[config.mk]
export PLATFORM = sky130hd
export DESIGN_NAME = acs_channel
export DESIGN_NICKNAME = d
export VERILOG_FILES = /design/src/verilog/acs_pkg.sv /design/src/verilog/acs_channel.sv /design/src/verilog/acs_route_decode.sv
export VERILOG_INCLUDE_DIRS = /design/src /design/src/verilog
export SDC_FILE = /design/constraint.sdc
export NUM_CORES = 1
export LEC_CHECK = 0
export BUFFER_PORTS_ARGS = -buffer_cell sky130_fd_sc_hd__buf_4
export CAP_MARGIN = 15
export CELL_PAD_IN_SITES_DETAIL_PLACEMENT = 0
export CELL_PAD_IN_SITES_GLOBAL_PLACEMENT = 1
export CORE_UTILIZATION = 55
export CTS_CLUSTER_SIZE = 28
export DETAILED_ROUTE_END_ITERATION = 12
export GPL_TIMING_DRIVEN = 0
export HOLD_SLACK_MARGIN = 0.08
export MAX_ROUTING_LAYER = met4
export PLACE_DENSITY = 0.81
export SLEW_MARGIN = 20
export SYNTH_ARGS = -nofsm -noshare
export SYNTH_HDL_FRONTEND = slang
export SYNTH_SLANG_ARGS = --single-unit
[constraint.sdc]
create_clock -name clk_i -period 61.8 [get_ports clk_i]
set_input_delay 12.36 -clock clk_i [delete_from_list [all_inputs] [get_ports clk_i]]
set_output_delay 12.36 -clock clk_i [all_outputs]
set_load 0.005 [all_outputs]
[src/verilog/acs_map.svh]
// Constants of the converter channel select block
// Assumes inclusion by the design modules acs_channel and acs_route_decode
`ifndef ACS_MAP_SVH
`define ACS_MAP_SVH
`define ACS_SEL_FLOAT 5'h00
`define ACS_SEL_TIA 5'h02
`define ACS_SEL_TEMP 5'h03
`define ACS_SEL_AUX_A 5'h08
`define ACS_SEL_AUX_D 5'h0B
`define ACS_SEL_REFX 5'h0C
`define ACS_SEL_RAIL_FIRST 5'h0D
`define ACS_SEL_RAIL_LAST 5'h12
`define ACS_SEL_CAL_BIAS 5'h18
`define ACS_SEL_CAL_VREF15 5'h19
`define ACS_SEL_CAL_TNEG 5'h1A
`define ACS_SEL_CAL_ZERO 5'h1C
`define ACS_SEL_CAL_VREF1 5'h1D
`define ACS_SEL_CAL_PN 5'h1E
`define ACS_CLK_PERIOD_NS 100
`define ACS_SAMPLE_RATE_SPS 160000
`define ACS_CLK_HZ 10000000
`define ACS_SAMPLE_DIV (`ACS_CLK_HZ / `ACS_SAMPLE_RATE_SPS)
`define ACS_DECIM_FACTOR 178
`define ACS_NOTCH_TAPS 32
`define ACS_NOTCH_SHIFT 5
`endif

[src/verilog/acs_pkg.sv]
// Types of the converter channel select block
// Assumes acs_map.svh for the constants
package acs_pkg;
  typedef enum logic [3:0] {
    ACS_P_NONE = 4'h0, ACS_P_TIA_OUT = 4'h1, ACS_P_TSENS_POS = 4'h2,
    ACS_P_AUX = 4'h3, ACS_P_REFX = 4'h4, ACS_P_RAIL = 4'h5,
    ACS_P_BIAS = 4'h6, ACS_P_VREF = 4'h7, ACS_P_TSENS_NEG = 4'h8,
    ACS_P_ZERO = 4'h9, ACS_P_FE_POS = 4'hA
  } acs_psrc_e;
  typedef enum logic [2:0] {
    ACS_N_NONE = 3'h0, ACS_N_TIA_INV = 3'h1, ACS_N_TSENS_NEG = 3'h2,
    ACS_N_BIAS = 3'h3, ACS_N_FE_NEG = 3'h4
  } acs_nsrc_e;
  typedef struct packed {
    acs_psrc_e pos;
    acs_nsrc_e neg;
    logic [2:0] index;
    logic gain_1p5;
    logic connected;
  } acs_route_s;
  typedef struct packed {
    logic valid;
    logic [15:0] data;
  } acs_sample_s;
  typedef enum logic [2:0] {
    ACS_PH_IDLE = 3'b001, ACS_PH_AC = 3'b010, ACS_PH_DC = 3'b100
  } acs_phase_e;
endpackage : acs_pkg

[src/verilog/acs_channel.sv]
// Converter channel select, gain and sample stream steering
// Assumes the converter core delivers raw samples on conv_*_i; the
// DFT engine and filter consumers take one-cycle valid strobes
//
// Behaviour
// [RL1] Zero code connects nothing; the channel floats.
// [RL2] Code 00010 routes transimpedance output and inverting node, gain 1.5.
// [RL3] Code 00011 routes thermal sensor positive and negative, gain 1.5.
// [RL4] Codes 01000 to 01011 route aux inputs A to D against bias, gain 1.
// [RL5] Code 01100 routes reference excitation output against bias, gain 1.
// [RL6] Codes 01101 to 10010 route six half supply rails against bias.
// [RL7] Codes 11000, 11001, 11010 route calibration pairs at gain 1.5.
// [RL8] Codes 11100, 11101 route zero or reference against bias, gain 1.
// [RL9] Code 11110 routes front-end positive and negative nodes, gain 1.5.
// [RL10] Unlisted codes behave as the floating state.
// [RL11] Gain follows from the select code alone.
// [RL12] Software holds zero code one clock before a new channel.
// [RL13] Software waits about 100 us after a change before using samples.
// [RL14] Converter delivers a continuous 16-bit stream at 160 kSPS; the strobe divides the 10 MHz clock by 62, about 161.3 kSPS.
// [RL15] In ac phase full-rate samples go to the DFT engine.
// [RL16] In dc phase samples are decimated by 178.
// [RL17] Decimated samples pass a power-line reject filter.
// [RL18] Software enables the precision reference before use.
`timescale 1ns/10ps
`include "acs_map.svh"
module acs_channel (
  input wire logic clk_i, // 10 MHz clock
  input wire logic reset_i, // Synchronous reset, active high
  input wire logic [4:0] converter_config_word_i, // Select code
  input wire logic conv_enable_i, // Converter running
  input wire logic dc_phase_i, // 1 dc phase, 0 ac phase
  input wire logic [15:0] conv_data_i, // Raw converter sample
  output acs_pkg::acs_route_s route_o, // Input routing and gain
  output acs_pkg::acs_sample_s dft_sample_o, // Full-rate to DFT
  output acs_pkg::acs_sample_s decim_sample_o, // Decimated sample
  output acs_pkg::acs_sample_s reject_sample_o // Line reject output
);
  localparam int DIV = `ACS_SAMPLE_DIV;
  localparam int DECIM = `ACS_DECIM_FACTOR;
  localparam int TAPS = `ACS_NOTCH_TAPS;
  acs_pkg::acs_route_s route_d;
  acs_pkg::acs_route_s route_q;
  acs_pkg::acs_phase_e phase_q;
  acs_pkg::acs_phase_e phase_d;
  acs_pkg::acs_sample_s dft_q;
  acs_pkg::acs_sample_s decim_q;
  acs_pkg::acs_sample_s rej_q;
  logic [6:0] div_q;
  logic [7:0] dec_cnt_q;
  logic [23:0] dec_acc_q;
  logic [15:0] hist_q [TAPS];
  logic [20:0] hist_sum_q;
  wire strobe = conv_enable_i && (div_q == 7'(DIV - 1)); // see [RL14]
  wire dec_last = (dec_cnt_q == 8'(DECIM - 1));
  wire [23:0] dec_sum = dec_acc_q + {8'h00, conv_data_i};
  wire [15:0] dec_mean = 16'(dec_sum / 24'(DECIM)); // see [RL16]
  wire [20:0] hist_next = hist_sum_q + {5'h00, dec_mean}
                          - {5'h00, hist_q[TAPS-1]};
  acs_route_decode u_dec (
    .sel_i(converter_config_word_i),
    .route_o(route_d) // see [RL11]
  );
  always_comb
  begin
    phase_d = acs_pkg::ACS_PH_IDLE;
    if (conv_enable_i)
      phase_d = dc_phase_i ? acs_pkg::ACS_PH_DC : acs_pkg::ACS_PH_AC;
  end
  always_ff @(posedge clk_i)
  begin
    if (reset_i)
    begin
      route_q <= '0;
      phase_q <= acs_pkg::ACS_PH_IDLE;
      div_q <= 7'h00;
    end
    else
    begin
      route_q <= route_d; // see [RL1]
      phase_q <= phase_d;
      div_q <= (!conv_enable_i || strobe) ? 7'h00 : div_q + 7'h01;
    end
  end
  // Full-rate path
  always_ff @(posedge clk_i)
  begin
    if (reset_i)
      dft_q <= '0;
    else
    begin
      dft_q.valid <= strobe && (phase_q == acs_pkg::ACS_PH_AC); // see [RL15]
      if (strobe)
        dft_q.data <= conv_data_i;
    end
  end
  // Boxcar decimator
  always_ff @(posedge clk_i)
  begin
    if (reset_i || phase_q != acs_pkg::ACS_PH_DC)
    begin
      dec_cnt_q <= 8'h00;
      dec_acc_q <= 24'h000000;
      decim_q <= '0;
    end
    else
    begin
      decim_q.valid <= strobe && dec_last;
      if (strobe)
      begin
        dec_cnt_q <= dec_last ? 8'h00 : dec_cnt_q + 8'h01;
        dec_acc_q <= dec_last ? 24'h000000 : dec_sum;
        if (dec_last)
          decim_q.data <= dec_mean; // see [RL16]
      end
    end
  end
  // Moving-average line reject: 32 taps at the decimated rate
  genvar gi;
  generate
    for (gi = 0; gi < TAPS; gi++)
    begin : g_hist
      always_ff @(posedge clk_i)
      begin
        if (reset_i)
          hist_q[gi] <= 16'h0000;
        else if (strobe && dec_last && phase_q == acs_pkg::ACS_PH_DC)
          hist_q[gi] <= (gi == 0) ? dec_mean : hist_q[(gi == 0) ? 0 : gi-1];
      end
    end
  endgenerate
  always_ff @(posedge clk_i)
  begin
    if (reset_i)
    begin
      hist_sum_q <= 21'h000000;
      rej_q <= '0;
    end
    else
    begin
      rej_q.valid <= strobe && dec_last && phase_q == acs_pkg::ACS_PH_DC;
      if (strobe && dec_last && phase_q == acs_pkg::ACS_PH_DC)
      begin
        hist_sum_q <= hist_next;
        rej_q.data <= hist_next[20:`ACS_NOTCH_SHIFT]; // see [RL17]
      end
    end
  end
  assign route_o = route_q;
  assign dft_sample_o = dft_q;
  assign decim_sample_o = decim_q;
  assign reject_sample_o = rej_q;
endmodule : acs_channel

[src/verilog/acs_route_decode.sv]
// Decodes the 5-bit select code into the input routing and gain
// Assumes a stable code straight from the owning module's select input; the owner registers the result
`timescale 1ns/10ps
`include "acs_map.svh"
module acs_route_decode (
  input wire logic [4:0] sel_i, // Select code
  output acs_pkg::acs_route_s route_o // Routing and gain
);
  always_comb
  begin
    route_o = '{acs_pkg::ACS_P_NONE, acs_pkg::ACS_N_NONE, 3'h0, 1'b0, 1'b0};
    if (sel_i == `ACS_SEL_TIA)
      route_o = '{acs_pkg::ACS_P_TIA_OUT, acs_pkg::ACS_N_TIA_INV, 3'h0,
                  1'b1, 1'b1}; // see [RL2]
    else if (sel_i == `ACS_SEL_TEMP)
      route_o = '{acs_pkg::ACS_P_TSENS_POS, acs_pkg::ACS_N_TSENS_NEG, 3'h0,
                  1'b1, 1'b1}; // see [RL3]
    else if (sel_i >= `ACS_SEL_AUX_A && sel_i <= `ACS_SEL_AUX_D)
      route_o = '{acs_pkg::ACS_P_AUX, acs_pkg::ACS_N_BIAS,
                  sel_i[2:0] - 3'h0, 1'b0, 1'b1}; // see [RL4]
    else if (sel_i == `ACS_SEL_REFX)
      route_o = '{acs_pkg::ACS_P_REFX, acs_pkg::ACS_N_BIAS, 3'h0,
                  1'b0, 1'b1}; // see [RL5]
    else if (sel_i >= `ACS_SEL_RAIL_FIRST && sel_i <= `ACS_SEL_RAIL_LAST)
      route_o = '{acs_pkg::ACS_P_RAIL, acs_pkg::ACS_N_BIAS,
                  3'(sel_i - `ACS_SEL_RAIL_FIRST), 1'b0, 1'b1}; // see [RL6]
    else if (sel_i == `ACS_SEL_CAL_BIAS)
      route_o = '{acs_pkg::ACS_P_BIAS, acs_pkg::ACS_N_BIAS, 3'h0,
                  1'b1, 1'b1}; // see [RL7]
    else if (sel_i == `ACS_SEL_CAL_VREF15)
      route_o = '{acs_pkg::ACS_P_VREF, acs_pkg::ACS_N_BIAS, 3'h0,
                  1'b1, 1'b1}; // see [RL7]
    else if (sel_i == `ACS_SEL_CAL_TNEG)
      route_o = '{acs_pkg::ACS_P_TSENS_NEG, acs_pkg::ACS_N_TSENS_NEG, 3'h0,
                  1'b1, 1'b1}; // see [RL7]
    else if (sel_i == `ACS_SEL_CAL_ZERO)
      route_o = '{acs_pkg::ACS_P_ZERO, acs_pkg::ACS_N_BIAS, 3'h0,
                  1'b0, 1'b1}; // see [RL8]
    else if (sel_i == `ACS_SEL_CAL_VREF1)
      route_o = '{acs_pkg::ACS_P_VREF, acs_pkg::ACS_N_BIAS, 3'h0,
                  1'b0, 1'b1}; // see [RL8]
    else if (sel_i == `ACS_SEL_CAL_PN)
      route_o = '{acs_pkg::ACS_P_FE_POS, acs_pkg::ACS_N_FE_NEG, 3'h0,
                  1'b1, 1'b1}; // see [RL9]
    // Zero code and reserved codes keep the floating default; see [RL1] [RL10]
  end
endmodule : acs_route_decode
==> results.yml <==
die:
  io_pins: 88
  core.rowCount: 86
  die-area_um2: 57000
  coreArea_um2: 55200
  die_y_um: 239
  start_util_pct: 55.8
  die_w_um: 239
power:
  ir_drop_uv: 54.5
  total_power_mw: 1.21
  internal_power_uw: 836
  clock_power_share_pct: 33.0
  power_frac_seq_pct: 39.1
  switching_share_pct: 31.1
  power_density_nw_per_um2: 34.8
  p_comb_share_pct: 28.0
  p_leak_nw: 13.0
  switchingPower_uw: 377
route:
  detail-route-antenna-nets: 0
  first_iter_violations: 1611
  dr.pass1.iters: 5
  drc: 0
  vias_per_cell: 5.70
  vias: 20800
  drt-total-wl_mm: 66.1
  wl_per_cell_um: 18.1
place:
  io_buffers: 86
  hpwl_mm: 47.5
  dp_cells: 3529
  place.gp.congestion: 0.921
  pre_cts_slack_ps: 27520
worst_setup_path:
  required_ps: 62320
  critical_path_class: "in -> reg"
  crit_buf_inv: 11
  cp-start-kind: "primary input"
  cpMostUsedCell: "a21oi_1"
  critPathMaxStageDelay_ps: 650
  cp-end-kind: "flip-flop"
  slowest_stage: "o21ai_2"
  crit_arrival_ps: 34600
  cp_top_family: "compound AO/OA/AOI/OAI gates"
  cp_max_fo: 10
synthesis:
  syn_area_um2: 30800
  synth_cells: 2686
  yosysWarningCount: 0
  synth_cell_types: 124
  synth_flop_cell: "edfxtp_1"
  syn_area_per_cell_um2: 11.5
  synth-seq-cells: 622
  async_flop_share_pct: 0
  ys_seq_area_share_pct: 57.0
  synth-edff-count: 512
  synthesis.nets: 2773
timing:
  min_period_ps: 34080
  hold_viol: 0
  fin_crit_sh_pct: 55.1
  setup_ws_ps: 27720
  worst_pin_slew_ps: 1140
  fmax_mhz: 29.3
  finalSetupTns_ps: 0
  slew_headroom_pct: 23.7
  rsz0062_at_grt: "no"
  finClkSkew_ps: 23.6
  finalSetupViolations: 0
  drv_slew: 0
  holdWs_ps: 424
global_route:
  grt_pass1_vias: 19800
  grt_max_degree: 64
  grt_overflow_total: 0
  grt_pass1_wl_mm: 105
  antenna_found_initial: 0
  grt_usage_pct: 24.1
layout:
  area_delta_synth_final_pct: 13.2
  fin_nets: 2937
  final_layout_size_suffix_gt1_share_pct: 11.2
  fillCellCount: 4292
  antenna_cells: 0
  fin_cells: 3652
job:
  maxCapViolations: 0
clocking:
  cts_resized: 0
  numCtsBuffers: 67
  cts_setup_buffers: 0
  clockBufferDepth: 3
  cts.clk_slew.worst_paths_ps: 60
  cts-root-buf: "clkbuf_16"
  clk_latency_ps: 610
  cts_tree: "done"
  ctsHtreeMaxLevel: 3
  clock_sinks: 622
  ctsHoldBuffers: 0
status:
  status: "completed"
min_path:
  hold_path.class: "reg -> reg"
## worst paths after layout
| path | from | endpoint | slack, ps | depth (start not counted) |
|---|---|---|---|---|
| worst min-delay path | phase_q[0] | dft_sample_o[16] | 420 | 1 |
| worst max-delay path | conv_data_i[0] | reject_sample_o[15] | 27720 | 89 |
| worst max register to register | dec_acc_q[0] | reject_sample_o[15] | 39270 | 88 |
| worst min register to register | phase_q[0] | dft_sample_o[16] | 420 | 1 |
## registers in the layout, indices dropped and copies added (netlist names)
| name | flops |
|---|---|
| route_o | 12 |
| hist_q | 512 |
| dft_sample_o | 17 |
| hist_sum_q | 5 |
| reject_sample_o | 17 |
| dec_cnt_q | 8 |
| decim_sample_o | 17 |
| phase_q | 3 |
| div_q | 7 |
| dec_acc_q | 24 |
## layout by cell type (no fill, tap or decap), drive strengths merged, types with 16 or more instances in the layout
cell type / count
buf: 132
a22oi: 23
o21a: 18
o21ai: 92
nand4: 18
mux2i: 20
nor2: 193
ha: 45
and2: 520
fa: 17
o21bai: 16
dfxtp: 110
xnor2: 71
o211ai: 20
clkbuf: 196
nand2: 137
edfxtp: 512
clkinv: 22
a21o: 48
xor2: 36
or3: 19
a211oi: 20
a21oi: 160
nand3: 46
inv: 77
a31oi: 31
nor3: 46
## cell usage after synthesis, types with 13 or more instances
master,n,share of area (%)
nor4_1,13,0.26
nor3_1,43,0.70
nand3_1,43,0.70
and2_1,518,11
o21ai_0,66,1.1
o211ai_1,18,0.44
buf_2,15,0.24
o21ai_1,21,0.34
o21bai_1,16,0.39
a31oi_1,28,0.57
ha_1,45,1.8
or3_1,18,0.37
nand2_1,137,1.7
inv_1,64,0.78
xnor2_1,63,1.8
mux2i_1,18,0.58
edfxtp_1,512,50
clkbuf_1,104,1.3
fa_1,17,1.1
a211oi_1,19,0.46
a21oi_1,155,2.5
a22oi_1,23,0.56
nor2_1,190,2.3
nand4_1,17,0.35
dfxtp_1,110,7.1
o21a_1,17,0.41
xor2_1,34,0.97
a21o_1,48,1.2
buf_4,19,0.46
## per-stage QoR
stage	util, %	area (um2)
final	63.2	34900
after global routing	63.2	34900
after CTS	63.2	34900
after detailed placement	59.1	32600
after global placement	58.7	32400
after floorplan	-	30800
## worst reg2reg max path, delay by kind of cell, from the launching register on
kind / cells / cell delay (ps)
AOI/OAI and AO/OA: 51 / 12580
xor gates and xnor gates: 2 / 400
adders and majority gates: 5 / 1500
muxes: 3 / 1010
buffers and inverters: 10 / 2200
and+or+nand+nor: 17 / 4430
DFF: 1 / 330
## area by class of cell
| cell class | instances | area (um2) | share of cell area [%] |
|---|---|---|---|
| sequential | 622 | 17600 | 50.4 |
| multi-input combinational | 1850 | 12300 | 35.4 |
| clock buffer | 92 | 1890 | 5.43 |
| tap | 748 | 936 | 2.68 |
| timing repair buffer | 95 | 878 | 2.52 |
| buffer | 141 | 642 | 1.84 |
| clock inverter | 31 | 334 | 0.958 |
| inverter | 73 | 274 | 0.786 |
## logic make-up (layout without fill, tap and decap cells)
family	after synthesis	in the layout	synth area share, %
adder cells (fa/ha/maj)	67	67	3.09
flip-flops	622	622	57.0
XOR/XNOR	107	107	3.28
AND/OR/NAND/NOR	1059	1059	18.8
AO/OA/AOI/OAI	589	589	13.7
buffers and inverters	214	432	2.97
multiplexers	28	28	1.06
## power groups by stage
stage          Sequential, mW  Combinational [mW]  Clock [mW]
2_1_floorplan           0.490               0.258           0
3_3_place_gp            0.495               0.321           0
3_5_place_dp            0.483               0.335           0
4_1_cts                 0.474               0.337       0.409
6_report                0.474               0.339       0.400
5_1_grt                 0.475               0.376       0.424
## routing by layer
metal	routed length (um)	GRT usage [%]	part of all wire, %	vias up
li1	-	-	-	10100
met5	0	-	0	-
met3	3700	4.45	5.6	100
met2	30700	36.9	46	469
met1	30300	33.0	46	10200
met4	1450	6.86	2.2	0
No activity file was read; power rests on OpenSTA's default activity.
